$ cat config.mk
export PLATFORM = sky130hd
export DESIGN_NAME = csag_gate
export DESIGN_NICKNAME = d
export VERILOG_FILES = /design/src/rtl/csag_gate.v
export VERILOG_INCLUDE_DIRS = /design/src /design/src/rtl
export SDC_FILE = /design/constraint.sdc
export NUM_CORES = 1
export LEC_CHECK = 0
export ABC_CLOCK_PERIOD_IN_PS = 4850
export BUFFER_PORTS_ARGS = -buffer_cell sky130_fd_sc_hd__buf_4
export CAP_MARGIN = 25
export CORE_MARGIN = 1.5
export CORE_UTILIZATION = 44
export DETAILED_ROUTE_END_ITERATION = 8
export GPL_TIMING_DRIVEN = 1
export HOLD_SLACK_MARGIN = 0.12
export PLACE_DENSITY = 0.89
export SYNTH_ARGS = -nofsm -noshare
export SYNTH_HDL_FRONTEND = slang
export SYNTH_SLANG_ARGS = --single-unit
$ cat constraint.sdc
create_clock -name i_sys_clk -period 4.85 [get_ports i_sys_clk]
set_clock_uncertainty 0.05 [all_clocks]
set_input_delay 0.485 -clock i_sys_clk [delete_from_list [all_inputs] [get_ports i_sys_clk]]
set_output_delay 0.485 -clock i_sys_clk [all_outputs]
set_load 0.005 [all_outputs]
$ cat src/rtl/csag_regs.vh
// Constants for the card session access gate: codes, identifiers, tags and status words.
`ifndef CSAG_REGS_VH
`define CSAG_REGS_VH
`define CSAG_CLA_LEGACY 8'hA0
`define CSAG_SW_CLA_NOT_SUPPORTED 16'h6E00
`define CSAG_SW_OK 16'h9000
`define CSAG_SW_SEC_UNMET 16'h6982
`define CSAG_SW_COND_USE 16'h6985
`define CSAG_SW_FILE_RESERVED 16'h6A89
`define CSAG_INS_SELECT 8'hA4
`define CSAG_INS_STATUS 8'hF2
`define CSAG_FID_CUR_APP 16'h7FFF
`define CSAG_FID_ROOT 16'h3F00
`define CSAG_FID_APP_DIR_FILE 16'h2F00
`define CSAG_FID_ATR_FILE 16'h2F01
`define CSAG_TAG_REFERENCED 8'h8B
`define CSAG_TAG_COMPACT 8'h8C
`define CSAG_TAG_EXPANDED 8'hAB
`define CSAG_TAG_AM_BYTE 8'h80
`define CSAG_TAG_AM_FIRST 8'h81
`define CSAG_TAG_AM_LAST 8'h8F
`define CSAG_SESS_CMD_NONE 2'h0
`define CSAG_SESS_CMD_OPEN_3G 2'h1
`define CSAG_SESS_CMD_OPEN_LEGACY 2'h2
`define CSAG_SESS_CMD_CLOSE 2'h3
`define CSAG_FID_NORMAL 2'h0
`define CSAG_FID_OPERATIONAL 2'h1
`define CSAG_FID_ADMIN 2'h2
`endif

$ cat src/rtl/csag_gate.v
// Command gate: session exclusion, file identifier screening and access rule checking.
// Function
// - With a third-gen session active, legacy class commands get class-not-supported.
// - Refuse third-gen session while legacy session is active, and the reverse.
// - Allow at most one third-gen subscriber session at a time.
// - Identifier 7FFF is reserved for the current application directory.
// - Directory ids 7F10, 7F20-7F25, 7F26-7F2F are operational reserved.
// - 7F4X, 5F1X, 5F2X and their 6FXX or 4FXX files are administrative.
// - Under root, 2F05, 2F06, 2F1X operational; 2FEX administrative.
// - Under root, 2F00 is the application directory file, 2F01 the reset answer.
// - Only select and status run before the file's security condition is met.
// - Security attributes come under referenced, compact or expanded tags.
// - A multi-application card supports the referenced attribute tag.
// - Access mode objects tagged 81 to 8F list further described commands.
// - Command groups with a clear access mode bit are never allowed.
// - Access mode bits decode differently for directories and elementary files.
// - A multi-application card keeps several first-level pins and a universal pin.
// - A single-application card uses one first-level pin, optional second-level pin.
// - Where allowed, the universal pin stands in for the first-level pin.
// - Each access rule pairs one access mode with pin-referencing conditions.
// - Identifier 7FFF resolves to the currently selected application directory.
// - Compact condition byte count equals the ones in access mode bits 6 to 0.
`timescale 1ns/1ps
`include "csag_regs.vh"
module csag_gate #(
    parameter NUM_APPS = 4,
    parameter MULTI_APP = 1
)(
    input wire i_sys_clk,
    input wire i_rst_n,
    input wire i_cmd_valid,
    input wire [7:0] i_cla,
    input wire [7:0] i_ins,
    input wire [1:0] i_sess_cmd,
    input wire [15:0] i_fid,
    input wire [15:0] i_parent_fid,
    input wire i_is_directory,
    input wire [15:0] i_app_fid,
    input wire [1:0] i_app_index,
    input wire [7:0] i_attr_tag,
    input wire [7:0] i_am_tag,
    input wire [7:0] i_am_byte,
    input wire [7:0] i_sc_count,
    input wire [7:0] i_custom_ins,
    input wire i_custom_listed,
    input wire [7:0] i_sc_byte,
    input wire i_sc_and,
    input wire [7:0] i_sc_byte2,
    input wire i_univ_allowed,
    input wire [NUM_APPS-1:0] i_pin1_verified,
    input wire i_second_level_user_pin_verified,
    input wire i_univ_verified,
    output reg o_rsp_valid,
    output reg [15:0] o_sw,
    output reg o_exec,
    output reg o_sel_commit,
    output reg [15:0] o_resolved_fid,
    output reg o_third_gen_subscriber_app,
    output reg o_legacy_session,
    output reg o_attr_error
);

    function [2:0] ones7;
        input [6:0] v;
        integer k;
        begin
            ones7 = 3'h0;
            for (k = 0; k < 7; k = k + 1)
                ones7 = ones7 + {2'h0, v[k]};
        end
    endfunction

    // Classify one identifier against the reserved ranges, given its parent.
    function [1:0] fid_class;
        input [15:0] fid;
        input [15:0] par;
        begin
            fid_class = `CSAG_FID_NORMAL;
            if (fid == `CSAG_FID_CUR_APP)
                fid_class = `CSAG_FID_OPERATIONAL;
            else if (fid == 16'h7F10 || (fid >= 16'h7F20 && fid <= 16'h7F2F))
                fid_class = `CSAG_FID_OPERATIONAL;
            else if (fid[15:4] == 12'h7F4 || fid[15:4] == 12'h5F1 || fid[15:4] == 12'h5F2)
                fid_class = `CSAG_FID_ADMIN;
            else if (fid[15:8] == 8'h6F && par[15:4] == 12'h7F4)
                fid_class = `CSAG_FID_ADMIN;
            else if (fid[15:8] == 8'h4F && (par[15:4] == 12'h5F1 || par[15:4] == 12'h5F2))
                fid_class = `CSAG_FID_ADMIN;
            else if (par == `CSAG_FID_ROOT)
            begin
                if (fid == 16'h2F05 || fid == 16'h2F06 || fid[15:4] == 12'h2F1)
                    fid_class = `CSAG_FID_OPERATIONAL;
                else if (fid[15:4] == 12'h2FE)
                    fid_class = `CSAG_FID_ADMIN;
                else if (fid == `CSAG_FID_APP_DIR_FILE || fid == `CSAG_FID_ATR_FILE)
                    fid_class = `CSAG_FID_OPERATIONAL;
            end
        end
    endfunction

    // Map instruction to the access mode bit; directories and files differ.
    function [7:0] am_mask;
        input [7:0] ins;
        input is_dir;
        begin
            am_mask = 8'h00;
            if (is_dir)
            begin
                case (ins)
                    8'hE0: am_mask = 8'h01;
                    8'hE4: am_mask = 8'h02;
                    8'h44: am_mask = 8'h08;
                    8'h04: am_mask = 8'h10;
                    8'hE6: am_mask = 8'h20;
                    8'hE8: am_mask = 8'h40;
                    default: am_mask = 8'h00;
                endcase
            end
            else
            begin
                case (ins)
                    8'hB0, 8'hB2, 8'hA2: am_mask = 8'h01;
                    8'hD6, 8'hDC, 8'h32: am_mask = 8'h02;
                    8'h44: am_mask = 8'h08;
                    8'h04: am_mask = 8'h10;
                    8'hE4: am_mask = 8'h40;
                    default: am_mask = 8'h00;
                endcase
            end
        end
    endfunction

    // One condition byte: 00 always, 1X, 8X or 9X a pin key reference, else never.
    function sc_met;
        input [7:0] sc;
        input [NUM_APPS-1:0] pin1;
        input [1:0] app;
        input p2;
        input univ;
        input univ_ok;
        begin
            case (sc[7:4])
                4'h0: sc_met = (sc[3:0] == 4'h0);
                4'h1: sc_met = pin1[app] | (univ_ok & univ);
                4'h8: sc_met = p2;
                4'h9: sc_met = univ;
                default: sc_met = 1'b0;
            endcase
        end
    endfunction

    reg third_gen;
    reg legacy;
    reg [1:0] sess_app;
    reg [15:0] cur_app_fid;
    reg [15:0] next_resolved;
    reg [15:0] next_sw;
    reg next_exec;
    reg next_commit;
    reg next_attr_err;
    reg next_third_gen;
    reg next_legacy;
    reg [1:0] next_sess_app;
    reg [15:0] next_app_fid;
    reg [7:0] mask;
    reg [7:0] am_bits;
    reg granted;
    reg univ_ok;
    reg fmt_ok;
    reg [1:0] cls;

    always @*
    begin
        next_sw = `CSAG_SW_OK;
        next_exec = 1'b0;
        next_commit = 1'b0;
        next_attr_err = 1'b0;
        next_third_gen = third_gen;
        next_legacy = legacy;
        next_sess_app = sess_app;
        next_app_fid = cur_app_fid;
        // The current-application alias is only meaningful with an application open.
        next_resolved = (i_fid == `CSAG_FID_CUR_APP) ? cur_app_fid : i_fid;
        univ_ok = i_univ_allowed && (MULTI_APP != 0);
        // The alias itself is screened, not the directory it stands for, so 7FFF is never created.
        cls = fid_class(i_fid, i_parent_fid);
        mask = am_mask(i_ins, i_is_directory);
        am_bits = i_am_byte;
        fmt_ok = 1'b1;
        granted = 1'b0;
        case (i_attr_tag)
            `CSAG_TAG_COMPACT:
            begin
                // A malformed rule is treated as never allowed rather than trusted.
                if ({5'h00, ones7(i_am_byte[6:0])} != i_sc_count)
                    fmt_ok = 1'b0;
            end
            `CSAG_TAG_EXPANDED, `CSAG_TAG_REFERENCED:
            begin
                if (i_attr_tag == `CSAG_TAG_REFERENCED && MULTI_APP == 0)
                    fmt_ok = 1'b0;
                if (i_am_tag >= `CSAG_TAG_AM_FIRST && i_am_tag <= `CSAG_TAG_AM_LAST)
                begin
                    // A custom object carries its own command list and no access mode byte.
                    mask = (i_custom_listed && i_custom_ins == i_ins) ? 8'h01 : 8'h00;
                    am_bits = 8'h01;
                end
                else if (i_am_tag != `CSAG_TAG_AM_BYTE)
                    fmt_ok = 1'b0;
            end
            default: fmt_ok = 1'b0;
        endcase
        // Clear access mode bits fall back to never allowed.
        if (fmt_ok && (mask & am_bits) != 8'h00)
        begin
            if (i_sc_and)
                granted = sc_met(i_sc_byte, i_pin1_verified, i_app_index, i_second_level_user_pin_verified,
                                 i_univ_verified, univ_ok)
                          & sc_met(i_sc_byte2, i_pin1_verified, i_app_index, i_second_level_user_pin_verified,
                                   i_univ_verified, univ_ok);
            else
                granted = sc_met(i_sc_byte, i_pin1_verified, i_app_index, i_second_level_user_pin_verified,
                                 i_univ_verified, univ_ok)
                          | sc_met(i_sc_byte2, i_pin1_verified, i_app_index, i_second_level_user_pin_verified,
                                   i_univ_verified, univ_ok);
        end
        next_attr_err = ~fmt_ok;
        if (third_gen && i_cla == `CSAG_CLA_LEGACY)
            next_sw = `CSAG_SW_CLA_NOT_SUPPORTED;
        else if (i_ins == `CSAG_INS_SELECT)
        begin
            case (i_sess_cmd)
                `CSAG_SESS_CMD_OPEN_3G:
                begin
                    if (legacy)
                        next_sw = `CSAG_SW_COND_USE;
                    else
                    begin
                        // Opening another one replaces the old session.
                        next_third_gen = 1'b1;
                        next_sess_app = i_app_index;
                        next_app_fid = i_app_fid;
                        next_commit = 1'b1;
                    end
                end
                `CSAG_SESS_CMD_OPEN_LEGACY:
                begin
                    if (third_gen)
                        next_sw = `CSAG_SW_COND_USE;
                    else
                    begin
                        next_legacy = 1'b1;
                        next_commit = 1'b1;
                    end
                end
                `CSAG_SESS_CMD_CLOSE:
                begin
                    next_third_gen = 1'b0;
                    next_legacy = 1'b0;
                    next_commit = 1'b1;
                end
                default:
                begin
                    // Reserved ids may be selected but never created or reassigned.
                    next_commit = 1'b1;
                end
            endcase
        end
        else if (i_ins == `CSAG_INS_STATUS)
            next_exec = 1'b1;
        else if (i_ins == 8'hE0 && cls != `CSAG_FID_NORMAL)
            next_sw = `CSAG_SW_FILE_RESERVED;
        else if (!granted)
            next_sw = `CSAG_SW_SEC_UNMET;
        else
            next_exec = 1'b1;
        if (next_sw != `CSAG_SW_OK)
        begin
            next_commit = 1'b0;
            next_exec = 1'b0;
        end
    end

    always @(posedge i_sys_clk)
    begin
        if (!i_rst_n)
        begin
            third_gen <= 1'b0;
            legacy <= 1'b0;
            sess_app <= 2'h0;
            cur_app_fid <= `CSAG_FID_CUR_APP;
            o_rsp_valid <= 1'b0;
            o_sw <= `CSAG_SW_OK;
            o_exec <= 1'b0;
            o_sel_commit <= 1'b0;
            o_resolved_fid <= 16'h0000;
            o_third_gen_subscriber_app <= 1'b0;
            o_legacy_session <= 1'b0;
            o_attr_error <= 1'b0;
        end
        else
        begin
            o_rsp_valid <= i_cmd_valid;
            if (i_cmd_valid)
            begin
                third_gen <= next_third_gen;
                legacy <= next_legacy;
                sess_app <= next_sess_app;
                cur_app_fid <= next_app_fid;
                o_sw <= next_sw;
                o_exec <= next_exec;
                o_sel_commit <= next_commit;
                o_resolved_fid <= next_resolved;
                o_third_gen_subscriber_app <= next_third_gen;
                o_legacy_session <= next_legacy;
                o_attr_error <= next_attr_err;
            end
            else
            begin
                o_exec <= 1'b0;
                o_sel_commit <= 1'b0;
            end
        end
    end

endmodule

==> impl_metrics.toml <==
[global_routing]
grt_pass1_vias = 3322
antenna_found_initial = 0
overflow = 0
grt_first_pass_wirelength_um = 14900
grtUsageTotal_pct = 25.2
grt_start_max_net_pins = 45

[critical_path]
start_kind = "input pin"
startpoint = "i_am_byte[0]"
r2r_start = "third_gen"
end_kind = "flop"
worst_path_most_repeated_cell = "fa_1"
path_cells = "buf_4 > fa_1 > inv_1 > fa_1 > fa_1 > fa_1 > xor2_1 > nand4_1 > o41a_1 > nor3_1 > o2111ai_1 > nand4_1 > a31oi_1"
cp_data_arrival_time_ps = 3980
cp_data_required_time_ps = 4960
max_stage_delay_ps = 540
crit_path_max_fanout = 3
critical_path_class = "in -> reg"
cpMaxStageDelayCell = "fa_1"

[pwr]
cellLeakagePower_nw = 1.93
powerDensity_nw_per_um2 = 213
ir_drop_v = 0.000207
fin_total_pwr_w = 0.000919

[drt]
wl_per_cell_um = 15.2
drtPass1Iterations = 6
routed_wirelength_um = 9210
drc = 15
vias = 3352
via_per_inst = 5.53
ant_nets = 0
drt-initial-drc-count = 173

[clock_tree]
postCtsSetupBuffers = 0
clk_pin_slew_ps = 90
cts-root-buf = "clkbuf_8"
clkSinkCount = 48
htreeDepth = 2
cts_buffer_depth = 2
hold_buffers = 0
cts_resized = 0
cts_tree = "built"
clk_latency_ps = 290
cts_made_buffers = 5

[logic_synthesis]
syn_avg_cell_area_um2 = 7.89
ys_ff_latch = 48
yosys_most_used_dff = "dfxtp_1"
synthesis.area_um2 = 2940
synth-edff-count = 0
synth_area_leader_cell = "dfxtp_1"
syn_inst = 373
ys_types = 63
synth_area_leaders = "dfxtp_1, nand2_1, a21oi_1"
ys.warnings.count = 0
ys_async_sr_fraction_pct = 0
yosysTopAreaCellShare_pct = 32.7
yosysSeqAreaShare_pct = 32.7

[die]
die_h_um = 84.8
die_w_um = 84.8
rows = 29
dieArea_um2 = 7190
ios = 175
start_util_pct = 45.8
core_um2 = 6420

[final_layout]
fillers = 534
fin_cells = 606
drive_above_1_share_pct = 34.4
area_growth_pct = 46.4
nets = 672
n_antenna_cell = 0

[place]
dp_cells = 598
dp_hpwl_um = 7270
gp_congestion = 0.848
port_buffers = 170

[timing]
period_share_pct = 79.7
rsz0062_at_grt = "no"
max-slew-margin-rel_pct = 50.3
hold_violations = 0
fin_tns_setup_ps = 0
min_period_ps = 3860
fmax_ghz = 0.259
setup_viol = 0
worst_pin_slew_ps = 740
slew_viol_final = 0

[status]
outcome = "finished with violations"
violations = "DRC"

[worst_hold_path]
holdCritPathClass = "in -> reg"
hp-start = "i_app_fid[8]"

[flow_run]
maxCapViolations = 0
[report_power, final]
| part | switching [W] | internal (W) | leakage (nW) | total, W |
|---|---|---|---|---|
| sequential | 0.00000703 | 0.000406 | 0.393 | 0.000413 |
| combinational | 0.0000941 | 0.000128 | 1.48 | 0.000222 |
| clock | 0.000131 | 0.000153 | 0.0552 | 0.000284 |
| total | 0.000232 | 0.000687 | 1.93 | 0.000919 |
[worst max-delay path: cells and delay by family]
family | cells | cell delay, ps
buf+inv | 2 | 170
compound gates | 3 | 720
fa+ha+maj | 4 | 1900
simple gates | 3 | 530
xor+xnor | 1 | 150
[layer usage]
layer	GRT usage [%]	up-vias	wire length, um
met2	48.1	149	4920
met1	28.1	1538	3410
met4	8.64	0	146
li1	-	1650	-
met3	4.03	15	724
met5	0	-	0
[sequential cells by signal, indices dropped and copies added (netlist names)]
| name | cells |
|---|---|
| cur_app_fid | 16 |
| o_resolved_fid | 16 |
| o_sw | 10 |
| legacy | 1 |
| o_attr_error | 1 |
| o_exec | 1 |
| o_rsp_valid | 1 |
| o_sel_commit | 1 |
| third_gen | 1 |
[final timing paths]
path | to | slack (ps) | cells after the start
worst max register to register | cur_app_fid[6] | 2870 | 7
worst max-delay path | o_sw[8] | 990 | 13
worst min register to register | cur_app_fid[15] | 410 | 2
worst min-delay path | cur_app_fid[8] | 340 | 3
[cells in the mapped netlist (all sizes together) (6+ instances only)]
cell type  instances
xor2              11
a21oi             27
clkbuf            15
nor2              11
nand3             19
o211ai            15
nand4              8
and2               6
nand2             62
nand2b            17
dfxtp             48
buf                9
inv               12
o21ai              7
nor3               6
nor4              12
[cells in the final DEF (no fill, tap or decap), types with 4 or more instances in the layout]
cell        n
a21oi_1    27
a31oi_1     4
and2_1      6
buf_4     170
clkbuf_8    5
dfxtp_1    48
fa_1        4
inv_1      12
mux2i_1     5
nand2_1    62
nand2b_1   17
nand3_1    19
nand3b_1    4
nand4_1     8
nor2_1     10
nor2b_1     5
nor3_1      6
nor4_1     12
o211ai_1   15
o21ai_0     5
o31ai_1     5
or4_1       5
xor2_1     11
[per-stage QoR]
| step | hold WS [ps] | setup slack (ps) | area, um2 | utilization (%) |
|---|---|---|---|---|
| 6_report | 343 | 985 | 4310 | 67.1 |
| 5_1_grt | 344 | 796 | 4310 | 67.1 |
| 4_1_cts | 338 | 983 | 4310 | 67.1 |
| 3_5_place_dp | 406 | 682 | 4200 | 65.4 |
| 3_3_place_gp | 397 | 772 | 4200 | 65.4 |
| 2_1_floorplan | 382 | 1120 | 2950 | - |
[logic make-up (layout without fill, tap and decap cells)]
| logic type | Yosys count | in the layout | synth area share [%] |
|---|---|---|---|
| DFF | 48 | 48 | 32.7 |
| buffers and inverters | 37 | 191 | 5.82 |
| AOI/OAI and AO/OA | 84 | 84 | 19.1 |
| other | 1 | 3 | 0.127 |
| xor gates and xnor gates | 14 | 14 | 4.17 |
| muxes | 5 | 5 | 1.70 |
| adders and majority gates | 7 | 7 | 4.00 |
| and+or+nand+nor | 177 | 177 | 32.4 |
[layout make-up]
class	instances	area (um2)	area share, %
clock buffers	6	72.6	1.68
clock inverters	2	35.0	0.813
inverters	13	48.8	1.13
multi-input cells	290	1820	42.2
flip-flops and latches	48	961	22.3
well taps	77	96.3	2.24
repair buffers	170	1280	29.6
Note: power is estimated with default switching activity, not from simulation.
